### config.mk
export PLATFORM = sky130hd
export DESIGN_NAME = hbm_top
export DESIGN_NICKNAME = d
export VERILOG_FILES = /design/src/hbm_pkg.sv /design/src/hbm_top.sv
export SDC_FILE = /design/constraint.sdc
export NUM_CORES = 1
export LEC_CHECK = 0
export ABC_AREA = 1
export ABC_CLOCK_PERIOD_IN_PS = 13750
export BUFFER_PORTS_ARGS = -buffer_cell sky130_fd_sc_hd__buf_2
export CORE_MARGIN = 2
export CORE_UTILIZATION = 46
export CTS_CLUSTER_DIAMETER = 40
export DETAILED_ROUTE_END_ITERATION = 8
export PLACE_DENSITY = 0.69
export REMOVE_ABC_BUFFERS = 1
export SYNTH_ARGS = -nofsm -noshare
export SYNTH_HDL_FRONTEND = slang
export SYNTH_SLANG_ARGS = --single-unit
### constraint.sdc
create_clock -name mclk -period 13.75 [get_ports mclk]
set_clock_uncertainty 0.2 [all_clocks]
set_input_delay 1.375 -clock mclk [delete_from_list [all_inputs] [get_ports mclk]]
set_output_delay 1.375 -clock mclk [all_outputs]
set_load 0.02 [all_outputs]
### src/hbm_pkg.sv
package hbm_pkg;

  localparam int          HADDR_W      = 5;
  localparam logic [1:0]  MODE_ISA     = 2'h0;
  localparam logic [1:0]  MODE_SPLIT   = 2'h1;
  localparam logic [1:0]  MODE_MCU     = 2'h2;
  localparam logic [4:0]  DATA_PORT_ADDR = 5'h10;
  localparam logic [1:0]  BE_EVEN      = 2'h1;
  localparam logic [1:0]  BE_ODD       = 2'h2;
  localparam logic [1:0]  BE_WORD      = 2'h3;
  localparam logic [4:0]  MGMT_PHY_ADDR = 5'h10;
  localparam logic [4:0]  PHY_STATUS_REG = 5'h01;
  localparam logic [15:0] NOPRE_MASK   = 16'h0040;
  localparam logic [1:0]  OP_RD        = 2'h2;
  localparam logic [1:0]  OP_WR        = 2'h1;
  localparam logic [3:0]  OP_LAST      = 4'h1;
  localparam logic [3:0]  ADDR_LAST    = 4'h9;
  localparam logic [3:0]  TA_LAST      = 4'h1;
  localparam logic [3:0]  DATA_LAST    = 4'hF;
  localparam int          CLK_KHZ      = 10000;
  localparam int          MDC_MAX_KHZ  = 2500;
  localparam int          MDC_MIN_CYC  = CLK_KHZ / MDC_MAX_KHZ;
  localparam int          SYNC_MIN_CYC = 4;

  typedef struct packed {
    logic [HADDR_W-1:0] addr;
    logic [1:0]         be;
    logic [15:0]        wdata;
  } hbm_hacc_t;

  typedef struct packed {
    logic [4:0]  regad;
    logic [15:0] wdata;
  } hbm_macc_t;

  typedef enum logic [5:0] {
    MS_IDLE  = 6'h01,
    MS_START = 6'h02,
    MS_OPC   = 6'h04,
    MS_ADDR  = 6'h08,
    MS_TURN  = 6'h10,
    MS_DATA  = 6'h20
  } hbm_mst_t;
endpackage

### src/hbm_top.sv
`timescale 1ns/1ps
module hbm_top #(
  parameter logic [4:0] PHY_ADDR = hbm_pkg::MGMT_PHY_ADDR
) (
  input  wire logic                   mclk,
  input  wire logic                   rst,
  input  wire logic [1:0]             bus_mode,
  input  wire logic                   chip_select_n,
  input  wire logic                   aen,
  input  wire logic                   program_store_enable,
  input  wire logic                   read_strobe_n,
  input  wire logic                   write_strobe_n,
  input  wire logic                   byte_select_addr_bit,
  input  wire logic [4:0]             host_addr,
  input  wire logic                   word_transfer_select,
  input  wire logic [15:0]            host_data_bus_in,
  output logic      [15:0]            host_data_bus_out,
  output logic      [1:0]             host_data_bus_oe_n,
  input  wire logic [15:0]            acc_rdata,
  output hbm_pkg::hbm_hacc_t          acc_req,
  output logic                        acc_rd,
  output logic                        acc_wr,
  input  wire logic                   mdc,
  input  wire logic                   mdio_in,
  output logic                        mdio_out,
  output logic                        mdio_oe_n,
  input  wire logic [15:0]            mgmt_rdata,
  output hbm_pkg::hbm_macc_t          mgmt_req,
  output logic                        mgmt_rd,
  output logic                        mgmt_wr
);

  // edge finding needs two clocks per mdc half period
  if (hbm_pkg::MDC_MIN_CYC < hbm_pkg::SYNC_MIN_CYC) begin : g_chk
    $error("mclk too slow for the fastest mdc");
  end
  // every host and mdio pin passes two flip-flops; only stage two is read
  logic [31:0] pin_c;
  logic [31:0] sync1_reg;
  logic [31:0] sync2_reg;
  assign pin_c = {bus_mode, chip_select_n, aen, program_store_enable,
                  read_strobe_n, write_strobe_n, byte_select_addr_bit,
                  host_addr, word_transfer_select, host_data_bus_in,
                  mdc, mdio_in};
  always_ff @(posedge mclk or posedge rst) begin
    if (rst) begin
      sync1_reg <= 32'h0000_0000;
      sync2_reg <= 32'h0000_0000;
    end else begin
      sync1_reg <= pin_c;
      sync2_reg <= sync1_reg;
    end
  end
  logic [1:0]  s_mode;
  logic        s_cs_n, s_aen, s_pse, s_rd_n, s_wr_n, s_bsel, s_wsel;
  logic [4:0]  s_addr;
  logic [15:0] s_data;
  logic        s_mdc, s_mdio;
  assign {s_mode, s_cs_n, s_aen, s_pse, s_rd_n, s_wr_n, s_bsel, s_addr,
          s_wsel, s_data, s_mdc, s_mdio} = sync2_reg;
  // host cycle decode
  logic sel_c, word_c, rd_c, wr_c;
  always_comb begin
    case (s_mode)
      hbm_pkg::MODE_ISA:   sel_c = !s_cs_n && !s_aen;
      hbm_pkg::MODE_MCU:   sel_c = !s_cs_n && s_pse;
      default:             sel_c = !s_cs_n;
    endcase
    word_c = s_mode != hbm_pkg::MODE_MCU && s_wsel && !s_bsel
             && s_addr == hbm_pkg::DATA_PORT_ADDR;
    rd_c = sel_c && !s_rd_n && s_wr_n;
    wr_c = sel_c && !s_wr_n && s_rd_n;
  end
  logic [15:0]        dout_reg, dout_next;
  logic [1:0]         doe_reg, doe_next;
  hbm_pkg::hbm_hacc_t acc_reg, acc_next;
  logic               rdact_reg, rdact_next, wract_reg, wract_next;
  logic               accrd_reg, accrd_next, accwr_reg, accwr_next;
  // host lane steering; write commits when the strobe goes away
  always_comb begin
    dout_next  = dout_reg;
    doe_next   = 2'h3;
    acc_next   = acc_reg;
    rdact_next = rd_c;
    wract_next = wr_c;
    accrd_next = rd_c && !rdact_reg;
    accwr_next = !wr_c && wract_reg;
    if (rd_c) begin
      doe_next      = 2'h0;
      // odd byte stays on the upper lane
      dout_next[15:8] = acc_rdata[15:8];
      // odd byte folded to the low lane
      if (s_bsel && s_mode != hbm_pkg::MODE_SPLIT) begin
        dout_next[7:0] = acc_rdata[15:8];
      end else begin
        dout_next[7:0] = acc_rdata[7:0];
      end
    end
    // reads carry index and lanes too; a word read drains two bytes
    if (rd_c || wr_c) begin
      acc_next.addr = s_addr;
      if (word_c) begin
        acc_next.be = hbm_pkg::BE_WORD;
      end else if (s_bsel) begin
        acc_next.be = hbm_pkg::BE_ODD;
      end else begin
        acc_next.be = hbm_pkg::BE_EVEN;
      end
    end
    if (wr_c) begin
      // split lanes used as they stand
      if (word_c || s_mode == hbm_pkg::MODE_SPLIT) begin
        acc_next.wdata = s_data;
      end else begin
        // byte comes from the low lane
        acc_next.wdata = {s_data[7:0], s_data[7:0]};
      end
    end
  end

  always_ff @(posedge mclk or posedge rst) begin
    if (rst) begin
      dout_reg  <= 16'h0000;
      doe_reg   <= 2'h3;
      acc_reg   <= '0;
      rdact_reg <= 1'b0;
      wract_reg <= 1'b0;
      accrd_reg <= 1'b0;
      accwr_reg <= 1'b0;
    end else begin
      dout_reg  <= dout_next;
      doe_reg   <= doe_next;
      acc_reg   <= acc_next;
      rdact_reg <= rdact_next;
      wract_reg <= wract_next;
      accrd_reg <= accrd_next;
      accwr_reg <= accwr_next;
    end
  end

  assign host_data_bus_out  = dout_reg;
  assign host_data_bus_oe_n = doe_reg;
  assign acc_req            = acc_reg;
  assign acc_rd             = accrd_reg;
  assign acc_wr             = accwr_reg;
  // mdc edges from the synchronised level
  logic mdc_d_reg, rise_c, fall_c;
  always_ff @(posedge mclk or posedge rst) begin
    if (rst) begin
      mdc_d_reg <= 1'b0;
    end else begin
      mdc_d_reg <= s_mdc;
    end
  end
  // sample on rise, drive on fall
  assign rise_c = s_mdc && !mdc_d_reg;
  assign fall_c = !s_mdc && mdc_d_reg;
  hbm_pkg::hbm_mst_t  mst_reg, mst_next;
  logic [3:0]         cnt_reg, cnt_next;
  logic [15:0]        sh_reg, sh_next;
  logic [1:0]         op_reg, op_next;
  logic               mine_reg, mine_next;
  hbm_pkg::hbm_macc_t mreq_reg, mreq_next;
  logic               mrd_reg, mrd_next, mwr_reg, mwr_next;
  logic               mo_reg, mo_next, moe_reg, moe_next;
  logic [9:0]         adr_c;
  logic               rdown_c;
  // management frame receiver and read driver
  always_comb begin
    mst_next  = mst_reg;
    cnt_next  = cnt_reg;
    sh_next   = sh_reg;
    op_next   = op_reg;
    mine_next = mine_reg;
    mreq_next = mreq_reg;
    mrd_next  = 1'b0;
    mwr_next  = 1'b0;
    mo_next   = mo_reg;
    moe_next  = moe_reg;
    adr_c     = {sh_reg[8:0], s_mdio};
    rdown_c   = mine_reg && op_reg == hbm_pkg::OP_RD;
    if (rise_c) begin
      cnt_next = cnt_reg + 4'h1;
      case (mst_reg)
        // ones are optional preamble, zero opens start
        hbm_pkg::MS_IDLE: begin
          if (!s_mdio) begin
            mst_next = hbm_pkg::MS_START;
          end
        end
        hbm_pkg::MS_START: begin
          cnt_next = 4'h0;
          mst_next = s_mdio ? hbm_pkg::MS_OPC : hbm_pkg::MS_IDLE;
        end
        hbm_pkg::MS_OPC: begin
          op_next = {op_reg[0], s_mdio};
          if (cnt_reg == hbm_pkg::OP_LAST) begin
            cnt_next = 4'h0;
            mst_next = hbm_pkg::MS_ADDR;
          end
        end
        hbm_pkg::MS_ADDR: begin
          sh_next = {sh_reg[14:0], s_mdio};
          if (cnt_reg == hbm_pkg::ADDR_LAST) begin
            cnt_next = 4'h0;
            mst_next = hbm_pkg::MS_TURN;
            mreq_next.regad = adr_c[4:0];
            // only own address and known opcodes
            mine_next = adr_c[9:5] == PHY_ADDR &&
                        (op_reg == hbm_pkg::OP_RD ||
                         op_reg == hbm_pkg::OP_WR);
            mrd_next = mine_next && op_reg == hbm_pkg::OP_RD;
          end
        end
        hbm_pkg::MS_TURN: begin
          if (cnt_reg == 4'h0 && rdown_c) begin
            sh_next = mgmt_rdata;
            if (mreq_reg.regad == hbm_pkg::PHY_STATUS_REG) begin
              sh_next = mgmt_rdata | hbm_pkg::NOPRE_MASK;
            end
          end
          if (cnt_reg == hbm_pkg::TA_LAST) begin
            cnt_next = 4'h0;
            mst_next = hbm_pkg::MS_DATA;
          end
        end
        hbm_pkg::MS_DATA: begin
          // one register shifts out reads and in writes
          sh_next = {sh_reg[14:0], s_mdio};
          if (cnt_reg == hbm_pkg::DATA_LAST) begin
            mst_next = hbm_pkg::MS_IDLE;
            mine_next = 1'b0;
            if (mine_reg && op_reg == hbm_pkg::OP_WR) begin
              mwr_next = 1'b1;
              mreq_next.wdata = {sh_reg[14:0], s_mdio};
            end
          end
        end
        default: begin
          mst_next = hbm_pkg::MS_IDLE;
        end
      endcase
    end
    if (fall_c) begin
      // drive only turnaround bit two and data
      if (rdown_c && mst_reg == hbm_pkg::MS_TURN &&
          cnt_reg == hbm_pkg::TA_LAST) begin
        moe_next = 1'b0;
        mo_next  = 1'b0;
      end else if (rdown_c && mst_reg == hbm_pkg::MS_DATA) begin
        moe_next = 1'b0;
        mo_next  = sh_reg[15];
      end else begin
        moe_next = 1'b1;
        mo_next  = 1'b1;
      end
    end
  end

  always_ff @(posedge mclk or posedge rst) begin
    if (rst) begin
      mst_reg  <= hbm_pkg::MS_IDLE;
      cnt_reg  <= 4'h0;
      sh_reg   <= 16'h0000;
      op_reg   <= 2'h0;
      mine_reg <= 1'b0;
      mreq_reg <= '0;
      mrd_reg  <= 1'b0;
      mwr_reg  <= 1'b0;
      mo_reg   <= 1'b1;
      moe_reg  <= 1'b1;
    end else begin
      mst_reg  <= mst_next;
      cnt_reg  <= cnt_next;
      sh_reg   <= sh_next;
      op_reg   <= op_next;
      mine_reg <= mine_next;
      mreq_reg <= mreq_next;
      mrd_reg  <= mrd_next;
      mwr_reg  <= mwr_next;
      mo_reg   <= mo_next;
      moe_reg  <= moe_next;
    end
  end

  assign mdio_out  = mo_reg;
  assign mdio_oe_n = moe_reg;
  assign mgmt_req  = mreq_reg;
  assign mgmt_rd   = mrd_reg;
  assign mgmt_wr   = mwr_reg;
endmodule

==> impl_metrics.sql, run 1 <==
INSERT INTO impl_metrics (metric_group, metric, value, unit) VALUES
('grt', 'pin_count_of_the_biggest_net_entering_global_routing', '84', ''),
('place', 'placement.io_buffers', '133', ''),
('clock_tree', 'cts_setup_buffers', '0', ''),
('clock_tree', 'numCtsBuffers', '17', ''),
('clock_tree', 'ctsHtreeMaxLevel', '4', ''),
('worst_setup_path', 'ff2ff_setup_slack', '11.03', 'ns'),
('layout', 'multiInputGateArea', '1800', 'µm²'),
('layout', 'post-route-cell-area', '7620', 'µm²'),
('sta', 'timing.final.setup_violations', '0', ''),
('layout', 'final_layout_size_suffix_gt1_frac', '0.240', ''),
('routing', 'drcViolationCount', '0', ''),
('worst_setup_path', 'critPathRequiredTime', '13.96', 'ns'),
('synth', 'synth_cell_types', '29', ''),
('routing', 'drt.antenna.violating_nets', '0', ''),
('grt', 'global_router_s_overall_resource_usage', '0.191', ''),
('synth', 'simple_gate_share_of_the_synthesized_area', '0.226', ''),
('routing', 'finalWirelength', '13000', 'µm'),
('routing', 'detailedRoute.firstIterationViolations', '393', ''),
('synth', 'ys_seq_area_frac', '0.656', ''),
('clock_tree', 'maximum_root_to_sink_buffer_count', '2', ''),
('sta', 'layout_min_cycle_time', '2.74', 'ns'),
('layout', 'layoutNonFillerInstCount', '971', ''),
('clock_tree', 'clock_insertion_delay_worst_skew', '0.42', 'ns'),
('grt', 'first_global_vias', '4582', ''),
('synth', 'avgSynthCellArea', '9.63', 'µm²'),
('floorplan', 'die_footprint', '14500', 'µm²'),
('sta', 'fin_crit_sh', '0.200', ''),
('routing', 'dr_total_vias', '4713', ''),
('power_and_ir_drop', 'intPower', '884', 'µW'),
('synth', 'synth_area', '6220', 'µm²'),
('synth', 'synth-edff-count', '0', ''),
('floorplan', 'die_width', '120', 'µm'),
('power_and_ir_drop', 'p_sw', '370', 'µW'),
('place', 'postPlaceCellArea', '7030', 'µm²'),
('power_and_ir_drop', 'power_density_of_the_placed_cells', '164', 'nW/µm²'),
('synth', 'area_fraction_in_compound_gates_after_synthesis', '0.0513', ''),
('clock_tree', 'hold_buffers', '0', ''),
('power_and_ir_drop', 'share_comb_of_total_power', '0.166', ''),
('layout', 'combined_flip_flop_and_latch_cell_area', '4080', 'µm²'),
('floorplan', 'core', '13200', 'µm²'),
('place', 'dp.cells', '939', ''),
('place', 'place.gp.congestion', '0.824', ''),
('synth', 'warning_count_from_the_yosys_run', '0', ''),
('worst_setup_path', 'startpoint_type', 'primary input', ''),
('synth', 'yosys_most_used_dff', 'dfrtp_1', ''),
('grt', 'grt_first_pass_wirelength', '21700', 'µm'),
('synth', 'main_combinational_cell_family_by_area_after_synthesis', 'simple AND/OR/NAND/NOR gates', ''),
('routing', 'dr.pass1.iters', '5', ''),
('power_and_ir_drop', 'max-vdd-ir-drop', '96.9', 'µV'),
('status', 'run_status', 'completed', ''),
('floorplan', 'core.rowCount', '42', ''),
('layout', 'nets', '853', ''),
('sta', 'setup_repair_after_global_routing_missed_its_margin', 'no', ''),
('worst_setup_path', 'end_kind', 'async pin', ''),
('clock_tree', 'clk_root_buffer_cell', 'clkbuf_16', ''),
('worst_setup_path', 'crit_fanout', '83', ''),
('floorplan', 'initial_utilization', '0.470', ''),
('worst_setup_path', 'critical_path_arrival', '2.95', 'ns'),
('clock_tree', 'cts.reportedPaths.clkPinSlew', '0.06', 'ns'),
('floorplan', 'die_h', '120', 'µm'),
('sta', 'final_max_slew_viol_count', '0', ''),
('sta', 'finalHoldViolCount', '0', ''),
('clock_tree', 'cts.repair.resized', '0', ''),
('worst_hold_path', 'min-delay-path-class', 'register to register', ''),
('synth', 'synth.area.top_cells', 'dfrtp_1, nand2_1, o21ai_0', ''),
('clock_tree', 'tritoncts', 'yes', ''),
('floorplan', 'io_pins', '134', ''),
('synth', 'synth-async-reset-ratio', '1.00', ''),
('synth', 'multiplexer_share_of_the_synthesized_area', '0', ''),
('synth', 'yosys.area.top_type', 'dfrtp_1', ''),
('power_and_ir_drop', 'standby_leakage_power', '0.00416', 'µW');
critical path, stage by stage:
cell and delay (ns):
buf_2 0.12, inv_6 0.48, buf_4 0.86
cell usage after synthesis (all sizes together) (4+ instances only):
cell type / n
nand2: 247
dfrtp: 159
inv: 60
o21ai: 48
nor2: 38
nand3: 35
a21oi: 12
buf: 12
nand4: 8
clkbuf: 7
ha: 5
dfstp: 4
worst paths after layout:
check,from,to,cells after the start
min in group asynchronous,rst,host_data_bus_out[10],2
worst max-delay path,rst,sync1_reg[21],3
worst min register to register,sync1_reg[15],sync2_reg[15],0
max in group mclk,mst_reg[3],mgmt_req[9],7
worst max register to register,mst_reg[3],mgmt_req[9],7
worst min-delay path,sync1_reg[15],sync2_reg[15],0
cells in the final DEF, fill, tap and decap left out, types with 5 or more instances in the layout:
master	Yosys	final
a21oi_1	11	11
o21ai_0	45	45
buf_2	8	133
nand2_1	243	243
nor2_1	31	31
ha_1	5	5
nand3_1	33	33
clkbuf_16	0	17
dfrtp_1	159	159
inv_1	56	55
nand4_1	8	8
power by group through the flow:
stage | sequential (µW) | combinational (µW) | clock [µW]
final | 577 | 209 | 468
after global routing | 586 | 237 | 500
after global placement | 582 | 203 | 0
after CTS | 577 | 211 | 475
after floorplan | 610 | 113 | 0
after detailed placement | 585 | 209 | 0
per-layer routing:
metal,global-route usage,part of all wire
met1,0.248,0.44
met4,0.0632,0.013
met3,0.0505,0.063
met2,0.315,0.49
met5,0,0
kinds of logic (layout without fill, tap and decap cells):
| group | count (synthesis) | after routing |
|---|---|---|
| simple gates | 334 | 334 |
| flops | 163 | 163 |
| buf+inv | 81 | 230 |
| compound gates | 61 | 61 |
| fa+ha+maj | 5 | 5 |
| xor+xnor | 2 | 2 |
per-stage QoR:
step	setup WS [ns]	hold slack, ns	util	power [µW]
2_1_floorplan	7.78	0.131	-	723
3_3_place_gp	10.51	0.131	0.531	784
3_5_place_dp	10.46	0.135	0.531	793
4_1_cts	10.93	0.148	0.576	1260
5_1_grt	10.70	0.156	0.576	1320
6_report	11.01	0.147	0.576	1250
layout make-up:
class,count,share of cell area
clock buffers,19,0.0581
clock inverters,13,0.0194
inverters,62,0.0312
multi-input cells,402,0.237
flip-flops and latches,163,0.536
well taps,176,0.0289
repair buffers,136,0.0903
No activity file was read; power rests on OpenSTA's default activity.
==> run 2: changes to the inputs <==
--- a/config.mk
+++ b/config.mk
@@ -6,7 +6,7 @@
 export NUM_CORES = 1
 export LEC_CHECK = 0
 export ABC_AREA = 1
-export ABC_CLOCK_PERIOD_IN_PS = 13750
+export ABC_CLOCK_PERIOD_IN_PS = 2800
 export BUFFER_PORTS_ARGS = -buffer_cell sky130_fd_sc_hd__buf_2
 export CORE_MARGIN = 2
 export CORE_UTILIZATION = 46
==> constraint.sdc (replaced) <==
create_clock -name mclk -period 2.8 [get_ports mclk]
set_clock_uncertainty 0.2 [all_clocks]
set_input_delay 0.28 -clock mclk [delete_from_list [all_inputs] [get_ports mclk]]
set_output_delay 0.28 -clock mclk [all_outputs]
set_load 0.02 [all_outputs]
==> run 2 against run 1 <==
Non-clock buffer count increased by 67. Wire length grew 6.6%. Cell area increased by 9.4%. Clock power rose to 5.3 times the previous value. First-iteration DRC count shrank 5.6%. Count of clock-buffer cells in the layout unchanged. Flip-flop and latch count unchanged. Highest routed layer unchanged. Worst setup slack got worse by 10 ns.
==> impl_metrics.sql, run 2 (synthesis gave the netlist of run 1 again) <==
INSERT INTO impl_metrics (metric_group, metric, value, unit) VALUES
('status', 'run_status', 'completed', ''),
('routing', 'drt.antenna.violating_nets', '0', ''),
('power_and_ir_drop', 'power_density_of_the_placed_cells', '772', 'nW/µm²'),
('flow_run', 'timing.max_cap.violations', '0', ''),
('clock_tree', 'cts_setup_buffers', '0', ''),
('worst_setup_path', 'critPathTopFamily', 'simple AND/OR/NAND/NOR gates', ''),
('grt', 'grt_first_pass_wirelength', '23700', 'µm'),
('clock_tree', 'cts.sink_count', '163', ''),
('worst_setup_path', 'end_kind', 'register', ''),
('worst_setup_path', 'timing.setup.critical_path_class', 'register to register', ''),
('floorplan', 'core', '13200', 'µm²'),
('routing', 'viasPerCell', '4.79', ''),
('routing', 'average_detailed_routed_wire_length_per_instance', '13.3', 'µm'),
('sta', 'fin_crit_sh', '0.766', ''),
('routing', 'detailedRoute.firstIterationViolations', '371', ''),
('sta', 'worst_slew_margin_rel', '0.650', ''),
('place', 'hpwlAfterDp', '9090', 'µm'),
('power_and_ir_drop', 'pwr-share-seq', '0.441', ''),
('layout', 'commonest_cells_after_routing_fill_and_taps_aside', 'nand2_1, dfrtp_1, buf_2', ''),
('clock_tree', 'numCtsBuffers', '17', ''),
('sta', 'timing.fmax', '466', 'MHz'),
('worst_setup_path', 'path_cells', 'nor2_4, nand3_2, nand2_2, inv_2, a21oi_4, nand2_1, nand2_1', ''),
('worst_setup_path', 'critical_path_buf_inv_count', '1', ''),
('sta', 'fin_worst_hold_slack', '0.0326', 'ns'),
('place', 'placement.io_buffers', '133', ''),
('floorplan', 'die_width', '120', 'µm'),
('layout', 'commonest_non_fill_non_tap_cell_in_the_layout', 'nand2_1', ''),
('clock_tree', 'clk_root_buffer_cell', 'clkbuf_16', ''),
('floorplan', 'core.rowCount', '42', ''),
('place', 'place.gp.congestion', '0.841', ''),
('layout', 'fin_util', '0.630', ''),
('sta', 'max_slew.worst_pin.slew', '0.525', 'ns'),
('worst_setup_path', 'critical_path_arrival', '2.32', 'ns'),
('power_and_ir_drop', 'intPower', '4640', 'µW'),
('worst_setup_path', 'crit_path_max_incr_delay', '0.45', 'ns'),
('sta', 'finalHoldViolCount', '0', ''),
('clock_tree', 'clock_insertion_delay_worst_skew', '0.43', 'ns'),
('floorplan', 'die_footprint', '14500', 'µm²'),
('worst_setup_path', 'worst_path_most_repeated_cell', 'nand2_1', ''),
('sta', 'timing.final.setup_violations', '0', ''),
('routing', 'drcViolationCount', '0', ''),
('grt', 'grt_antenna_before_repair', '0', ''),
('worst_setup_path', 'depth_of_the_worst_register_to_register_path', '7', ''),
('worst_setup_path', 'crit_fanout', '23', ''),
('power_and_ir_drop', 'max-vdd-ir-drop', '415', 'µV'),
('grt', 'first_global_vias', '4975', ''),
('layout', 'final_layout_size_suffix_gt1_frac', '0.225', ''),
('layout', 'num_antenna_cells', '0', ''),
('worst_setup_path', 'count_of_cell_instances_traversed_by_the_critical_path', '7', ''),
('worst_hold_path', 'hold_path_depth', '5', ''),
('routing', 'dr_total_vias', '4970', ''),
('power_and_ir_drop', 'total_power', '6440', 'µW'),
('floorplan', 'initial_utilization', '0.470', ''),
('sta', 'layout_min_cycle_time', '2.15', 'ns'),
('clock_tree', 'maximum_root_to_sink_buffer_count', '2', ''),
('clock_tree', 'ctsHtreeMaxLevel', '4', ''),
('routing', 'finalWirelength', '13800', 'µm'),
('clock_tree', 'cts.repair.resized', '0', ''),
('power_and_ir_drop', 'share_comb_of_total_power', '0.171', ''),
('routing', 'dr.pass1.iters', '4', ''),
('power_and_ir_drop', 'standby_leakage_power', '0.00447', 'µW'),
('worst_setup_path', 'critPathRequiredTime', '2.97', 'ns'),
('floorplan', 'die_h', '120', 'µm'),
('worst_setup_path', 'startpoint_type', 'register', ''),
('clock_tree', 'tritoncts', 'yes', ''),
('floorplan', 'io_pins', '134', ''),
('worst_hold_path', 'min-delay-path-class', 'primary input to register', ''),
('power_and_ir_drop', 'p_sw', '1800', 'µW'),
('sta', 'setup_repair_after_global_routing_missed_its_margin', 'no', ''),
('layout', 'area_growth_syn_to_fin', '34.0', '%'),
('grt', 'pin_count_of_the_biggest_net_entering_global_routing', '57', ''),
('grt', 'global_router_s_overall_resource_usage', '0.209', ''),
('power_and_ir_drop', 'netSwitchingFraction', '0.280', ''),
('worst_setup_path', 'slowest_stage', 'dfrtp_1', ''),
('sta', 'final_max_slew_viol_count', '0', ''),
('clock_tree', 'cts.reportedPaths.clkPinSlew', '0.06', 'ns'),
('grt', 'grt_overflow_total', '0', ''),
('layout', 'nFillCells', '1093', ''),
('layout', 'nets', '920', ''),
('power_and_ir_drop', 'clock_power_share', '0.387', '');
==> run 2: cell types whose count changed in the layout (fill, tap and decap cells not counted), sizes merged <==
cell,change
buf,+5
inv,-2
dlygate4sd3,+62
clkinv,-1
bufinv,+3
clkinvlp,-1
==> run 2: final timing paths <==
| kind | from | endpoint | slack (ns) |
|---|---|---|---|
| worst max-delay path | mst_reg[3] | sh_reg[2] | 0.65 |
| worst max register to register | mst_reg[3] | sh_reg[2] | 0.65 |
| min in group asynchronous | rst | host_data_bus_out[2] | 0.26 |
| worst min register to register | sync1_reg[25] | sync2_reg[25] | 0.14 |
| max in group asynchronous | rst | mdio_oe_n | 1.41 |
| worst min-delay path | mgmt_rdata[0] | sh_reg[0] | 0.03 |
==> run 2: worst min-delay path: stages <==
cell     delay [ns]
buf_2          0.09
nand2_1        0.06
o21ai_0        0.07
nand2_1        0.06
nand2_1        0.05
==> run 2: repair_timing <==
| action | CTS | global route |
|---|---|---|
| hold buffers | 62 | 0 |
| setup endpoints to repair | 0 | 0 |
| hold endpoints to repair | 111 | 0 |
==> run 2: metrics by stage <==
step / instance area (µm²) / setup TNS (ns) / setup WS, ns / instances
finish: 8340 / 0 / 0.654 / 1037
floorplan: 6120 / -333.92 / -2.08 / 627
CTS: 8340 / 0 / 0.648 / 1037
global placement: 7080 / 0 / 0.738 / 944
detailed placement: 7080 / 0 / 0.661 / 944
global route: 8340 / 0 / 0.449 / 1037
==> run 2: metal layers <==
layer,routed length (µm),GRT usage,vias to the layer above
li1,-,-,2410
met2,6900,0.353,163
met3,689,0.0491,22
met4,233,0.0763,0
met1,6020,0.264,2375
met5,0,0,-
==> run 2: layout make-up <==
class                           count  area, µm²  area share
Clock buffer                       19        433      0.0519
Clock inverter                     12        205      0.0246
Inverter                           62        238      0.0285
Multi-Input combinational cell    402       1800       0.216
Sequential cell                   163       4080       0.490
Tap cell                          176        220      0.0264
Timing Repair Buffer              203       1360       0.163
==> run 2: power groups by stage <==
stage / clock network, µW / registers, µW / logic, µW
floorplan: 0 / 3000 / 553
global placement: 0 / 2860 / 1010
detailed placement: 0 / 2870 / 1040
CTS: 2540 / 2840 / 1110
global route: 2640 / 2870 / 1260
finish: 2490 / 2840 / 1100
==> run 3: changes to the inputs <==
--- a/config.mk
+++ b/config.mk
@@ -6,13 +6,13 @@
 export NUM_CORES = 1
 export LEC_CHECK = 0
 export ABC_AREA = 1
-export ABC_CLOCK_PERIOD_IN_PS = 2800
+export ABC_CLOCK_PERIOD_IN_PS = 1800
 export BUFFER_PORTS_ARGS = -buffer_cell sky130_fd_sc_hd__buf_2
 export CORE_MARGIN = 2
 export CORE_UTILIZATION = 46
 export CTS_CLUSTER_DIAMETER = 40
 export DETAILED_ROUTE_END_ITERATION = 8
-export PLACE_DENSITY = 0.69
+export PLACE_DENSITY = 0.72
 export REMOVE_ABC_BUFFERS = 1
 export SYNTH_ARGS = -nofsm -noshare
 export SYNTH_HDL_FRONTEND = slang
==> constraint.sdc (replaced) <==
create_clock -name mclk -period 1.8 [get_ports mclk]
set_clock_uncertainty 0.2 [all_clocks]
set_input_delay 0.18 -clock mclk [delete_from_list [all_inputs] [get_ports mclk]]
set_output_delay 0.18 -clock mclk [all_outputs]
set_load 0.02 [all_outputs]
==> run 3 against run 2 <==
Fmax up 22%. Critical path depth up 2. Hold slack better by 0.046 ns. Largest cell class unchanged.
==> impl_metrics.sql, run 3 (synthesis gave the netlist of run 1 again) <==
INSERT INTO impl_metrics (metric_group, metric, value, unit) VALUES
('worst_hold_path', 'min-delay-path-class', 'primary input to async pin', ''),
('sta', 'layout_min_cycle_time', '1.76', 'ns'),
('clock_tree', 'cts.sink_count', '163', ''),
('routing', 'average_detailed_routed_wire_length_per_instance', '13.6', 'µm'),
('routing', 'drcViolationCount', '0', ''),
('sta', 'timing.fmax', '568', 'MHz'),
('layout', 'combined_flip_flop_and_latch_cell_area', '4090', 'µm²'),
('layout', 'num_antenna_cells', '0', ''),
('grt', 'global_router_s_overall_resource_usage', '0.211', ''),
('clock_tree', 'maximum_root_to_sink_buffer_count', '2', ''),
('grt', 'first_global_vias', '5115', ''),
('flow_run', 'timing.max_cap.violations', '0', ''),
('worst_setup_path', 'timing.setup.critical_path_class', 'register to register', ''),
('layout', 'post-route-cell-area', '8580', 'µm²'),
('clock_tree', 'ctsHtreeMaxLevel', '4', ''),
('sta', 'fin_crit_sh', '0.979', ''),
('place', 'place.gp.congestion', '0.886', ''),
('worst_setup_path', 'end_kind', 'register', ''),
('floorplan', 'die_footprint', '14500', 'µm²'),
('routing', 'dr_total_vias', '5068', ''),
('layout', 'multiInputGateArea', '1840', 'µm²'),
('place', 'placement.io_buffers', '133', ''),
('grt', 'grt_overflow_total', '0', ''),
('floorplan', 'initial_utilization', '0.470', ''),
('worst_setup_path', 'crit_path_max_incr_delay', '0.44', 'ns'),
('worst_setup_path', 'count_of_cell_instances_traversed_by_the_critical_path', '9', ''),
('worst_setup_path', 'setup.worst_path.start', 'mst_reg[1]', ''),
('power_and_ir_drop', 'standby_leakage_power', '0.00458', 'µW'),
('layout', 'commonest_cells_after_routing_fill_and_taps_aside', 'nand2_1, dfrtp_1, buf_2', ''),
('layout', 'area_growth_syn_to_fin', '37.9', '%'),
('routing', 'detailedRoute.firstIterationViolations', '336', ''),
('worst_setup_path', 'critical_path_arrival', '1.87', 'ns'),
('power_and_ir_drop', 'max-vdd-ir-drop', '785', 'µV'),
('worst_setup_path', 'startpoint_type', 'register', ''),
('worst_setup_path', 'depth_of_the_worst_register_to_register_path', '9', ''),
('routing', 'viasPerCell', '4.78', ''),
('routing', 'finalWirelength', '14500', 'µm'),
('sta', 'max_slew.worst_pin.slew', '0.409', 'ns'),
('status', 'run_status', 'completed', ''),
('floorplan', 'core.rowCount', '42', ''),
('floorplan', 'io_pins', '134', ''),
('worst_setup_path', 'r2r-end', 'mst_reg[4]', ''),
('floorplan', 'die_width', '120', 'µm'),
('place', 'postPlaceCellArea', '7240', 'µm²'),
('clock_tree', 'clock_insertion_delay_worst_skew', '0.42', 'ns'),
('sta', 'setup_repair_after_global_routing_missed_its_margin', 'yes', ''),
('layout', 'nets', '942', ''),
('sta', 'final_max_slew_viol_count', '0', ''),
('grt', 'grt_antenna_before_repair', '0', ''),
('floorplan', 'core', '13200', 'µm²'),
('power_and_ir_drop', 'power_density_of_the_placed_cells', '1170', 'nW/µm²'),
('clock_tree', 'cts.reportedPaths.clkPinSlew', '0.06', 'ns'),
('sta', 'timing.final.setup_violations', '0', ''),
('worst_setup_path', 'crit_fanout', '7', ''),
('worst_setup_path', 'critPathCapture', 'mst_reg[4]', ''),
('sta', 'finalHoldViolCount', '0', ''),
('sta', 'fin_worst_hold_slack', '0.0784', 'ns'),
('floorplan', 'die_h', '120', 'µm'),
('grt', 'pin_count_of_the_biggest_net_entering_global_routing', '54', ''),
('worst_setup_path', 'path_cells', 'nor2_4, nand3_2, nor2_2, inv_2, nand2_2, nor2_2, buf_4, nand2_1, nand2_1', ''),
('worst_setup_path', 'critPathRequiredTime', '1.91', 'ns'),
('clock_tree', 'tritoncts', 'yes', ''),
('clock_tree', 'numCtsBuffers', '17', ''),
('layout', 'nFillCells', '1053', ''),
('worst_setup_path', 'ff2ff_setup_slack', '0.04', 'ns'),
('routing', 'dr.pass1.iters', '5', ''),
('routing', 'drt.antenna.violating_nets', '0', ''),
('worst_setup_path', 'critPathTopFamily', 'simple AND/OR/NAND/NOR gates', ''),
('clock_tree', 'clk_root_buffer_cell', 'clkbuf_16', ''),
('place', 'hpwlAfterDp', '9490', 'µm'),
('layout', 'final_layout_size_suffix_gt1_frac', '0.257', ''),
('sta', 'worst_slew_margin_rel', '0.728', ''),
('layout', 'commonest_non_fill_non_tap_cell_in_the_layout', 'nand2_1', ''),
('grt', 'grt_first_pass_wirelength', '23900', 'µm'),
('worst_setup_path', 'critical_path_buf_inv_count', '2', ''),
('worst_setup_path', 'slowest_stage', 'dfrtp_2', ''),
('worst_setup_path', 'reg2reg_launch_point', 'mst_reg[1]', '');
==> run 3: per-layer routing <==
metal / GRT usage / vias up / routed length [µm]
li1: - / 2464 / -
met1: 0.260 / 2420 / 6130
met2: 0.361 / 158 / 7290
met3: 0.0561 / 26 / 765
met4: 0.0705 / 0 / 266
met5: 0 / - / 0
==> run 3: cell type report <==
cell class | count | share of cell area
Tap cell | 176 | 0.0257
Sequential cell | 163 | 0.476
Clock inverter | 12 | 0.0211
Inverter | 62 | 0.0281
Multi-Input combinational cell | 402 | 0.215
Timing Repair Buffer | 225 | 0.183
Clock buffer | 20 | 0.0509
==> run 3: per-stage QoR <==
step / total power (µW) / worst slack (ns) / std cells / util / TNS (ns)
floorplan: 5520 / -2.98 / 627 / - / -494.81
global placement: 6070 / 0.0936 / 960 / 0.547 / 0
detailed placement: 6150 / -0.00896 / 960 / 0.547 / -0.00896
CTS: 10000 / 0.0176 / 1057 / 0.643 / 0
global route: 10600 / -0.0609 / 1060 / 0.648 / -0.655
finish: 10100 / 0.0387 / 1060 / 0.648 / 0
==> run 3: repair_timing <==
item / CTS / global route
hold buffers: 65 / 0
cloned: 0 / 0
resized for setup: 3 / 17
endpoints found under the hold margin: 226 / 0
pin swaps: 1 / 3
buffers inserted: 0 / 3
endpoints found under the setup margin: 5 / 53
==> run 3: worst min path at each step <==
stage	endpoint	from	slack, ns
6_report	sync1_reg[31]	rst	0.08
5_1_grt	mst_reg[1]	rst	0.08
4_1_cts	mst_reg[1]	rst	0.07
3_5_place_dp	sync1_reg[31]	rst	-0.03
3_3_place_gp	sync1_reg[31]	rst	-0.03
2_1_floorplan	sync1_reg[0]	mdio_in	0.01
==> run 3: power breakdown <==
| part | switching (µW) | leakage [µW] | total, µW | internal [µW] |
|---|---|---|---|---|
| Sequential | 325 | 0.00197 | 4430 | 4110 |
| Combinational | 1150 | 0.00232 | 1900 | 750 |
| Clock | 1410 | 0.000292 | 3740 | 2330 |
==> run 3: worst reg2reg max path, stage by stage (launching register included) <==
cell	delay [ns]
dfrtp_2	0.44
nor2_4	0.23
nand3_2	0.16
nor2_2	0.15
inv_2	0.06
nand2_2	0.11
nor2_2	0.04
buf_4	0.15
nand2_1	0.06
nand2_1	0.05
